## config.mk

```make
export PLATFORM = sky130hd
export DESIGN_NAME = dglsc_ctrl
export DESIGN_NICKNAME = d
export VERILOG_FILES = /design/src/logic/dglsc_pkg.sv /design/src/logic/dglsc_ctrl.sv
export VERILOG_INCLUDE_DIRS = /design/src /design/src/logic
export SDC_FILE = /design/constraint.sdc
export NUM_CORES = 1
export LEC_CHECK = 0
export ABC_AREA = 0
export BUFFER_PORTS_ARGS = -buffer_cell sky130_fd_sc_hd__buf_2
export CORE_ASPECT_RATIO = 1.25
export CORE_MARGIN = 3
export CORE_UTILIZATION = 56
export CTS_CLUSTER_DIAMETER = 40
export DETAILED_ROUTE_END_ITERATION = 6
export PLACE_DENSITY = 0.93
export SLEW_MARGIN = 25
export SYNTH_ARGS = -nofsm -noshare
export SYNTH_HDL_FRONTEND = slang
export SYNTH_SLANG_ARGS = --single-unit
```

## constraint.sdc

```tcl
create_clock -name pclk -period 3.65 [get_ports pclk]
set_clock_uncertainty 0.1 [all_clocks]
set_input_delay 0.5475 -clock pclk [delete_from_list [all_inputs] [get_ports pclk]]
set_output_delay 0.5475 -clock pclk [all_outputs]
set_load 0.01 [all_outputs]
```

## src/logic/dglsc_consts.svh

```systemverilog
// Purpose: Offsets, field positions and reset values of the global load
//          and sequencer control block
// Assumes: 32-bit APB, one word per register
// Notes: Definitions only
`ifndef DGLSC_CONSTS_SVH
`define DGLSC_CONSTS_SVH
`define DGLSC_UNITS 8
`define DGLSC_ADDR_W 12
`define DGLSC_OFS_UPD_REQ 12'h084
`define DGLSC_OFS_GCTRL 12'h088
`define DGLSC_OFS_GSTAT 12'h08c
`define DGLSC_OFS_IRQ_STS 12'h0a0
`define DGLSC_OFS_IRQ_EN 12'h0a4
`define DGLSC_OFS_IRQ_CLR 12'h0a8
`define DGLSC_GCTRL_GATE_BIT 8
`define DGLSC_GCTRL_W 9
`define DGLSC_BUSY_STRIDE 4
`define DGLSC_IRQ_W 16
`define DGLSC_RST_UPD 8'h00
`define DGLSC_RST_GCTRL 9'h000
`define DGLSC_RST_IRQ 16'h0000
`endif

```

## src/logic/dglsc_pkg.sv

```systemverilog
// Purpose: Types shared by the global load and sequencer control block
// Assumes: Constants live in dglsc_consts.svh
// Notes: Nothing here is imported; use dglsc_pkg::name
package dglsc_pkg;
   typedef enum logic [0:0] {
      DGLSC_SEQ_IDLE = 1'b0,
      DGLSC_SEQ_RUN = 1'b1
   } dglsc_seq_t;
endpackage

```

## src/logic/dglsc_ctrl.sv

```systemverilog
// Purpose: Update-request and global control registers for eight units
// Assumes: Unit-side inputs come from logic on pclk; APB zero-wait slave
// Notes: Global status and interrupt registers sit beside the two
//        documented ones
//
// Functional notes
// - Eight reset-zero read/write update request bits
// - Data-space writes forwarded to unit one cycle later
// - Update after data moved; bit self-clears
// - Global-mode units update together when all ready
// - Control bits 31:9 reserved, written zero
// - Bit 8 gates every interrupt source
// - Bits 7:0 run or stop each sequencer
// - Running sequencer holds unit busy set
// - Busy on transfer, pending update or run
`include "dglsc_consts.svh"
`timescale 1ns/1ps
`default_nettype none
module dglsc_ctrl
(
   input wire logic pclk,
   input wire logic presetn,
   input wire logic ce,
   input wire logic psel,
   input wire logic penable,
   input wire logic pwrite,
   input wire logic [`DGLSC_ADDR_W-1:0] paddr,
   input wire logic [31:0] pwdata,
   output logic [31:0] prdata,
   output logic pready,
   output logic pslverr,
   input wire logic [7:0] unit_manual_mode,
   input wire logic [7:0] unit_global_mode,
   input wire logic [7:0] unit_data_pending,
   input wire logic [7:0] unit_xfer_active,
   input wire logic [7:0] data_space_wr,
   output logic [7:0] unit_update,
   output logic [7:0] unit_forward,
   output logic [7:0] seq_run,
   output logic [7:0] unit_busy,
   output logic irq
);
   logic [7:0] upd_req_reg, upd_req_next;
   logic [`DGLSC_GCTRL_W-1:0] gctrl_reg, gctrl_next;
   dglsc_pkg::dglsc_seq_t seq_reg [8];
   dglsc_pkg::dglsc_seq_t seq_next [8];
   logic [7:0] seq_run_reg, seq_run_next;
   logic [7:0] busy_reg, busy_next;
   logic [7:0] upd_reg, upd_next;
   logic [7:0] fwd_reg, fwd_next;
   logic [`DGLSC_IRQ_W-1:0] sts_reg, sts_next, en_reg, en_next;
   logic irq_reg, irq_next;
   logic [31:0] prdata_reg, prdata_next;
   logic pready_reg, pslverr_reg, pslverr_next;
   logic wr, setup;
   logic [7:0] ready, fire, halt, gsel;
   logic grp_ok;
   logic [31:0] gstat;
   logic [7:0] pwdata_q;

   // Zero-wait slave: pready rises after reset and stays high
   assign setup = psel && !penable;
   assign wr = psel && penable && pwrite && pready_reg;

   // Update scheduling
   always_comb
   begin
      gsel = unit_manual_mode & unit_global_mode;
      ready = upd_req_reg & unit_manual_mode & ~unit_data_pending
         & ~unit_xfer_active;
      grp_ok = &(~gsel | ready);
      for (int i = 0; i < 8; i++)
      begin
         fire[i] = ready[i] && (!gsel[i] || grp_ok);
      end
   end

   // Request and control registers
   always_comb
   begin
      upd_req_next = upd_req_reg;
      gctrl_next = gctrl_reg;
      en_next = en_reg;
      for (int i = 0; i < 8; i++)
      begin
         // Non-manual units ignore requests, so a stray bit drains
         if (fire[i] || !unit_manual_mode[i])
         begin
            upd_req_next[i] = 1'b0;
         end
      end
      if (wr)
      begin
         // A write lands after the self-clear, so a fresh set wins
         case (paddr)
            `DGLSC_OFS_UPD_REQ: upd_req_next = pwdata[7:0];
            `DGLSC_OFS_GCTRL:
               gctrl_next = pwdata[`DGLSC_GCTRL_W-1:0];
            `DGLSC_OFS_IRQ_EN: en_next = pwdata[`DGLSC_IRQ_W-1:0];
            default: ;
         endcase
      end
   end

   // Sequencers
   always_comb
   begin
      for (int i = 0; i < 8; i++)
      begin
         seq_next[i] = seq_reg[i];
         halt[i] = 1'b0;
         case (seq_reg[i])
            dglsc_pkg::DGLSC_SEQ_IDLE:
               if (gctrl_reg[i])
               begin
                  seq_next[i] = dglsc_pkg::DGLSC_SEQ_RUN;
               end
            dglsc_pkg::DGLSC_SEQ_RUN:
               // A transfer in flight delays the halt
               if (!gctrl_reg[i] && !unit_xfer_active[i])
               begin
                  seq_next[i] = dglsc_pkg::DGLSC_SEQ_IDLE;
                  halt[i] = 1'b1;
               end
            default: seq_next[i] = dglsc_pkg::DGLSC_SEQ_IDLE;
         endcase
         seq_run_next[i] = (seq_next[i] == dglsc_pkg::DGLSC_SEQ_RUN);
      end
      busy_next = unit_xfer_active | upd_req_next | seq_run_next;
      upd_next = fire;
      fwd_next = data_space_wr;
   end

   // Interrupts and read data
   always_comb
   begin
      sts_next = sts_reg;
      if (wr && paddr == `DGLSC_OFS_IRQ_CLR)
      begin
         sts_next = sts_reg & ~pwdata[`DGLSC_IRQ_W-1:0];
      end
      sts_next = sts_next | {halt, fire};
      irq_next = gctrl_reg[`DGLSC_GCTRL_GATE_BIT]
         && |(sts_reg & en_reg);
      gstat = 32'h0000_0000;
      for (int i = 0; i < 8; i++)
      begin
         gstat[i*`DGLSC_BUSY_STRIDE] = busy_reg[i];
      end
      prdata_next = prdata_reg;
      pslverr_next = 1'b0;
      if (setup)
      begin
         prdata_next = 32'h0000_0000;
         case (paddr)
            `DGLSC_OFS_UPD_REQ: prdata_next[7:0] = upd_req_reg;
            `DGLSC_OFS_GCTRL:
               prdata_next[`DGLSC_GCTRL_W-1:0] = gctrl_reg;
            `DGLSC_OFS_GSTAT: prdata_next = gstat;
            `DGLSC_OFS_IRQ_STS: prdata_next[`DGLSC_IRQ_W-1:0] = sts_reg;
            `DGLSC_OFS_IRQ_EN: prdata_next[`DGLSC_IRQ_W-1:0] = en_reg;
            `DGLSC_OFS_IRQ_CLR: ;
            default: pslverr_next = 1'b1;
         endcase
      end
      else if (!psel)
      begin
         pslverr_next = 1'b0;
      end
      else
      begin
         pslverr_next = pslverr_reg;
      end
   end

   always_ff @(posedge pclk or negedge presetn)
   begin
      if (!presetn)
      begin
         upd_req_reg <= `DGLSC_RST_UPD;
         gctrl_reg <= `DGLSC_RST_GCTRL;
         for (int i = 0; i < 8; i++)
         begin
            seq_reg[i] <= dglsc_pkg::DGLSC_SEQ_IDLE;
         end
         seq_run_reg <= 8'h00;
         busy_reg <= 8'h00;
         upd_reg <= 8'h00;
         fwd_reg <= 8'h00;
         sts_reg <= `DGLSC_RST_IRQ;
         en_reg <= `DGLSC_RST_IRQ;
         irq_reg <= 1'b0;
         prdata_reg <= 32'h0000_0000;
         pready_reg <= 1'b0;
         pslverr_reg <= 1'b0;
      end
      else if (ce)
      begin
         upd_req_reg <= upd_req_next;
         gctrl_reg <= gctrl_next;
         seq_reg <= seq_next;
         seq_run_reg <= seq_run_next;
         busy_reg <= busy_next;
         upd_reg <= upd_next;
         fwd_reg <= fwd_next;
         sts_reg <= sts_next;
         en_reg <= en_next;
         irq_reg <= irq_next;
         prdata_reg <= prdata_next;
         pready_reg <= 1'b1;
         pslverr_reg <= pslverr_next;
      end
   end

   assign prdata = prdata_reg;
   assign pready = pready_reg;
   assign pslverr = pslverr_reg;
   assign unit_update = upd_reg;
   assign unit_forward = fwd_reg;
   assign seq_run = seq_run_reg;
   assign unit_busy = busy_reg;
   assign irq = irq_reg;

   // Run bits of the last control write, kept for lockstep checks
   // Captured only on a landed write, so idle bus traffic cannot move it
   always_ff @(posedge pclk or negedge presetn)
   begin
      if (!presetn)
      begin
         pwdata_q <= 8'h00;
      end
      else if (ce && wr && paddr == `DGLSC_OFS_GCTRL)
      begin
         pwdata_q <= pwdata[7:0];
      end
   end
endmodule
`default_nettype wire

```

==> out/qor.yml, run 1 <==
detailed_routing:
  drt_wl_total_mm: 13.7
  wl_per_cell_microns: 18.7
  num_vias: 4355
  viasPerCell: 5.94
  drc: 0
  dr.pass1.iters: 5
  ant_nets: 0
  drtIter0Drc: 469
setup_path:
  worst_path_dominant_cell_family: "simple AND/OR/NAND/NOR gates"
  critPathArrivalTime_ns: 2.68
  crit_required_ns: 3.81
  slowest_delay_ns: 0.52
  rr_startpoint: "upd_req_reg[3]"
  cp-start-kind: "input pin"
  cp-end-kind: "register"
  path_cells: "buf_2 -> nor4_2 -> nand2_1 -> nor4_4 -> nor2b_1 -> buf_4 -> mux2_1"
  cp_num_buf_inv: 2
  critPathKind: "input pin to register"
  cp_slowest_cell: "nor4_4"
  r2r-end: "unit_busy[3]"
  r2r_setup_slack_ns: 1.47
  reg2reg_depth: 6
  cp_max_fo: 7
cells_and_area:
  final_cell_mix: "127 x buf_2, 104 x dfrtp_1, 60 x nand2_1"
  final.fill_count: 670
  fin_nets: 698
  final_common_cell: "buf_2"
  final_area_sq_um: 6010
  syn2layout_area_growth_pct: 17.5
  fin_cells: 733
  drive_gt1_share_pct: 29.2
  largest_register_ff_count: 20
  diodes: 0
  regArea_sq_um: 2600
  multiInputGateArea_sq_um: 2330
power_and_ir_drop:
  p_leak_nw: 3.18
  powerDensity_nw_per_um2: 363
  vdd_drop_max_mv: 0.306
die:
  die_x_microns: 91.5
  start_util_pct: 58.2
  pin_count: 157
  die-height_microns: 113
  dieArea_sq_um: 10300
  num_rows: 38
  core_sq_um: 8800
logic_synthesis:
  synth.area.top_cells: "dfrtp_1 51%, mux2_1 6.6%, mux2i_1 4.7%, nand2_1 4.4%, a22o_1 4.3%"
  ys_ff_latch: 104
  netlist_area_sq_um: 5120
  syn_inst: 482
  syn_area_per_cell_sq_um: 10.6
  synth.largest_area_cell: "dfrtp_1"
  ys_types: 44
  synth_top_area_share_pct: 50.8
  yosys_warnings: 0
  yosysSeqAreaShare_pct: 50.8
clocking:
  path_clk_slew_ns: 0.10
  clk_latency_ns: 0.38
  cts_buffers: 9
  cts_tree: "yes"
  clock_path_buffers: 2
  ctsRootBufferMaster: "clkbuf_8"
  cts-resized-gates: 0
  postCtsSetupBuffers: 0
  h-tree-depth: 3
  clkSinkCount: 104
  hold_buffers: 0
sta:
  slew_headroom_pct: 49.8
  finalSetupTns_ns: 0
  setup_viol: 0
  fmax_mhz: 397
  setup_ws_ns: 1.13
  rsz0062_at_grt: "false"
  hold_violations: 0
  tightest_slew_ns: 0.752
  final.period_utilization_pct: 69.1
  fin_hold_ws_ns: 0.117
  slew_viol_final: 0
  min_period_ns: 2.52
placement:
  place.gp.congestion: 0.880
  place_inst: 717
  hpwlAfterDp_mm: 10.2
  io_buffers: 128
  pre_cts_ws_ns: 0.702
  dpl_cell_area_sq_um: 5810
outcome:
  status: "finished clean"
global_routing:
  grt_overflow: 0
  grt_usage_pct: 27.4
  grt_antenna_before_repair: 0
  grt_pass1_vias: 4309
  grt_start_max_net_pins: 58
  grt_pass1_wl_mm: 22.1
flow_run:
  max_cap_viol_count: 0
hold_path:
  hold_path_class: "input pin to async pin"
per-layer routing:
metal  wire length (microns)  global-route usage (%)  part of all wire [%]
met1                    5600                    36.0                    41
met4                     422                    12.9                   3.1
met2                    6710                    43.9                    49
met3                     943                    5.32                   6.9
met5                       0                       0                     0
cell usage after synthesis (all sizes together):
| master | n |
|---|---|
| a21o | 16 |
| a21oi | 21 |
| a221oi | 12 |
| a22o | 25 |
| a31oi | 5 |
| and2 | 2 |
| and3 | 1 |
| and4 | 2 |
| and4b | 1 |
| buf | 23 |
| clkbuf | 9 |
| clkinv | 1 |
| conb | 1 |
| dfrtp | 104 |
| inv | 4 |
| mux2 | 42 |
| mux2i | 24 |
| nand2 | 60 |
| nand2b | 8 |
| nand3 | 15 |
| nand4 | 3 |
| nor2 | 51 |
| nor2b | 2 |
| nor3 | 9 |
| nor3b | 1 |
| nor4 | 10 |
| o21ai | 19 |
| o31ai | 6 |
| or2 | 2 |
| or3 | 1 |
| or4b | 2 |
power by group:
| part | leakage, nW | internal, W | switching, W |
|---|---|---|---|
| Clock | 0.107 | 0.000340 | 0.000409 |
| Combinational | 1.67 | 0.0000920 | 0.000141 |
| Sequential | 1.40 | 0.00118 | 0.0000238 |
cell type report:
cell class	instances	share of cell area, %
Clock inverter	6	1.10
Sequential cell	104	43.3
Timing Repair Buffer	136	11.7
Multi-Input combinational cell	352	38.8
Tap cell	120	2.50
Clock buffer	10	2.29
Inverter	5	0.312
stage by stage:
step | power, W | utilization, %
2_1_floorplan | 0.00134 | -
3_3_place_gp | 0.00145 | 66.0
3_5_place_dp | 0.00146 | 66.0
4_1_cts | 0.00219 | 68.4
5_1_grt | 0.00226 | 68.4
6_report | 0.00219 | 68.4
worst register-to-register path, cell delays in order (launching register included):
cell	delay, ns
dfrtp_1	0.45
a21oi_1	0.29
nor4_2	0.09
buf_4	0.17
nand2_1	0.33
or4b_4	0.53
a31oi_2	0.15
worst max path at each step:
stage          startpoint  depth (start not counted)  slack [ns]      endpoint
2_1_floorplan    paddr[9]                          8        1.38  unit_busy[0]
3_3_place_gp     paddr[9]                          7        0.87  gctrl_reg[6]
3_5_place_dp     paddr[9]                          7        0.70  gctrl_reg[8]
4_1_cts          paddr[9]                          7        1.16  gctrl_reg[8]
5_1_grt          paddr[9]                          7        1.02  gctrl_reg[6]
6_report         paddr[9]                          7        1.13  gctrl_reg[8]
cells by family after synthesis:
logic type,synth area share (%)
AND/OR/NAND/NOR,16.5
AO/OA/AOI/OAI,14.3
flip-flops,50.8
multiplexers,13.9
buffers and inverters,4.35
other,0.0733
Power figures use the tool's default switching activity.
==> run 2, diff against run 1 <==
--- a/config.mk
+++ b/config.mk
@@ -10,10 +10,10 @@
 export BUFFER_PORTS_ARGS = -buffer_cell sky130_fd_sc_hd__buf_2
 export CORE_ASPECT_RATIO = 1.25
 export CORE_MARGIN = 3
-export CORE_UTILIZATION = 56
+export CORE_UTILIZATION = 52
 export CTS_CLUSTER_DIAMETER = 40
 export DETAILED_ROUTE_END_ITERATION = 6
-export PLACE_DENSITY = 0.93
+export PLACE_DENSITY = 0.88
 export SLEW_MARGIN = 25
 export SYNTH_ARGS = -nofsm -noshare
 export SYNTH_HDL_FRONTEND = slang
==> constraint.sdc (replaced) <==
create_clock -name pclk -period 2.4 [get_ports pclk]
set_clock_uncertainty 0.1 [all_clocks]
set_input_delay 0.36 -clock pclk [delete_from_list [all_inputs] [get_ports pclk]]
set_output_delay 0.36 -clock pclk [all_outputs]
set_load 0.01 [all_outputs]
==> out/qor.yml, run 2 (same netlist as run 1, synthesis figures left out) <==
outcome:
  status: "finished clean"
global_routing:
  grt_overflow: 0
  grt_pass1_wl_mm: 22.7
  grt_pass1_vias: 4439
  grt_antenna_before_repair: 0
  grt_start_max_net_pins: 45
  grt_usage_pct: 27.0
die:
  num_rows: 39
  core_sq_um: 9370
  die_x_microns: 94.7
  start_util_pct: 54.6
  die-height_microns: 117
  dieArea_sq_um: 11100
  pin_count: 157
hold_path:
  hold_path_class: "input pin to register"
setup_path:
  critPathKind: "register to register"
  cp_slowest_cell: "or4b_4"
  cp-end-kind: "register"
  cp_max_fo: 8
  cp_num_buf_inv: 0
  crit_required_ns: 2.57
  slowest_delay_ns: 0.53
  critPathArrivalTime_ns: 2.19
  cp-start-kind: "register"
  worst_path_dominant_cell_family: "simple AND/OR/NAND/NOR gates"
  path_cells: "a21oi_1 -> nor4_2 -> nand2_1 -> or4b_4 -> a31oi_2"
sta:
  hold_violations: 0
  slew_viol_final: 0
  rsz0062_at_grt: "false"
  final.period_utilization_pct: 84.1
  fmax_mhz: 495
  finalSetupTns_ns: 0
  setup_viol: 0
  tightest_slew_ns: 0.600
  slew_headroom_pct: 59.6
  min_period_ns: 2.02
  fin_hold_ws_ns: 0.139
placement:
  io_buffers: 128
  hpwlAfterDp_mm: 10.8
  place.gp.congestion: 0.908
detailed_routing:
  drc: 0
  ant_nets: 0
  viasPerCell: 5.93
  drt_wl_total_mm: 14.5
  drtIter0Drc: 351
  dr.pass1.iters: 5
  num_vias: 4441
  wl_per_cell_microns: 19.4
clocking:
  h-tree-depth: 3
  cts_buffers: 9
  clock_path_buffers: 2
  ctsRootBufferMaster: "clkbuf_16"
  clkSinkCount: 104
  path_clk_slew_ns: 0.07
  cts_tree: "yes"
  clk_latency_ns: 0.35
  cts-resized-gates: 0
power_and_ir_drop:
  p_leak_nw: 3.29
  vdd_drop_max_mv: 0.453
  powerDensity_nw_per_um2: 588
cells_and_area:
  drive_gt1_share_pct: 30.2
  final_util_pct: 66.5
  diodes: 0
  largest_register_ff_count: 20
  final_common_cell: "buf_2"
  syn2layout_area_growth_pct: 21.7
  final_cell_mix: "127 x buf_2, 104 x dfrtp_1, 60 x nand2_1"
  fin_nets: 711
flow_run:
  max_cap_viol_count: 0
## run 2: per-layer routing
metal | global-route usage, % | vias to the layer above | share of wire, %
li1 | - | 2000 | -
met1 | 33.9 | 2158 | 39
met2 | 46.8 | 251 | 52
met3 | 4.28 | 32 | 7.2
met4 | 10.7 | 0 | 2.5
met5 | 0 | - | 0
## run 2: final timing paths
path | start | end | slack (ns) | cells past startpoint
max | upd_req_reg[3] | unit_busy[3] | 0.38 | 5
min | data_space_wr[7] | unit_forward[7] | 0.14 | 2
max reg2reg | upd_req_reg[3] | unit_busy[3] | 0.38 | 5
min reg2reg | prdata[14] | prdata[14] | 0.38 | 2
max in group asynchronous | presetn | unit_update[7] | 1.05 | 3
min in group asynchronous | presetn | unit_forward[1] | 0.47 | 2
## run 2: where the power goes
| group | internal (W) | total, W | switching [W] |
|---|---|---|---|
| combinational | 0.000149 | 0.000372 | 0.000223 |
| sequential | 0.00180 | 0.00183 | 0.0000384 |
| clock | 0.000810 | 0.00146 | 0.000647 |
| total | 0.00275 | 0.00366 | 0.000908 |
## run 2: final cells by class
cell class	count	area [sq um]
inverters	5	18.8
flip-flops and latches	104	2600
repair buffers	149	828
well taps	123	154
multi-input cells	352	2330
fillers	747	3140
clock inverters	5	57.6
clock buffers	11	233
## run 2: through the flow
| step | power [W] | setup slack, ns | std cells | cell area, sq um |
|---|---|---|---|---|
| after floorplan | 0.00204 | 0.315 | 493 | 5160 |
| after global placement | 0.00221 | 0.221 | 732 | 5930 |
| after detailed placement | 0.00223 | 0.0961 | 732 | 5930 |
| after CTS | 0.00366 | 0.406 | 749 | 6230 |
| after global routing | 0.00377 | 0.282 | 749 | 6230 |
| final | 0.00366 | 0.382 | 749 | 6230 |
## run 2: what timing repair did
action                     CTS  global route
hold buffers                 1             0
setup endpoints to repair    0             0
hold endpoints to repair    42             0
setup buffers                0             0
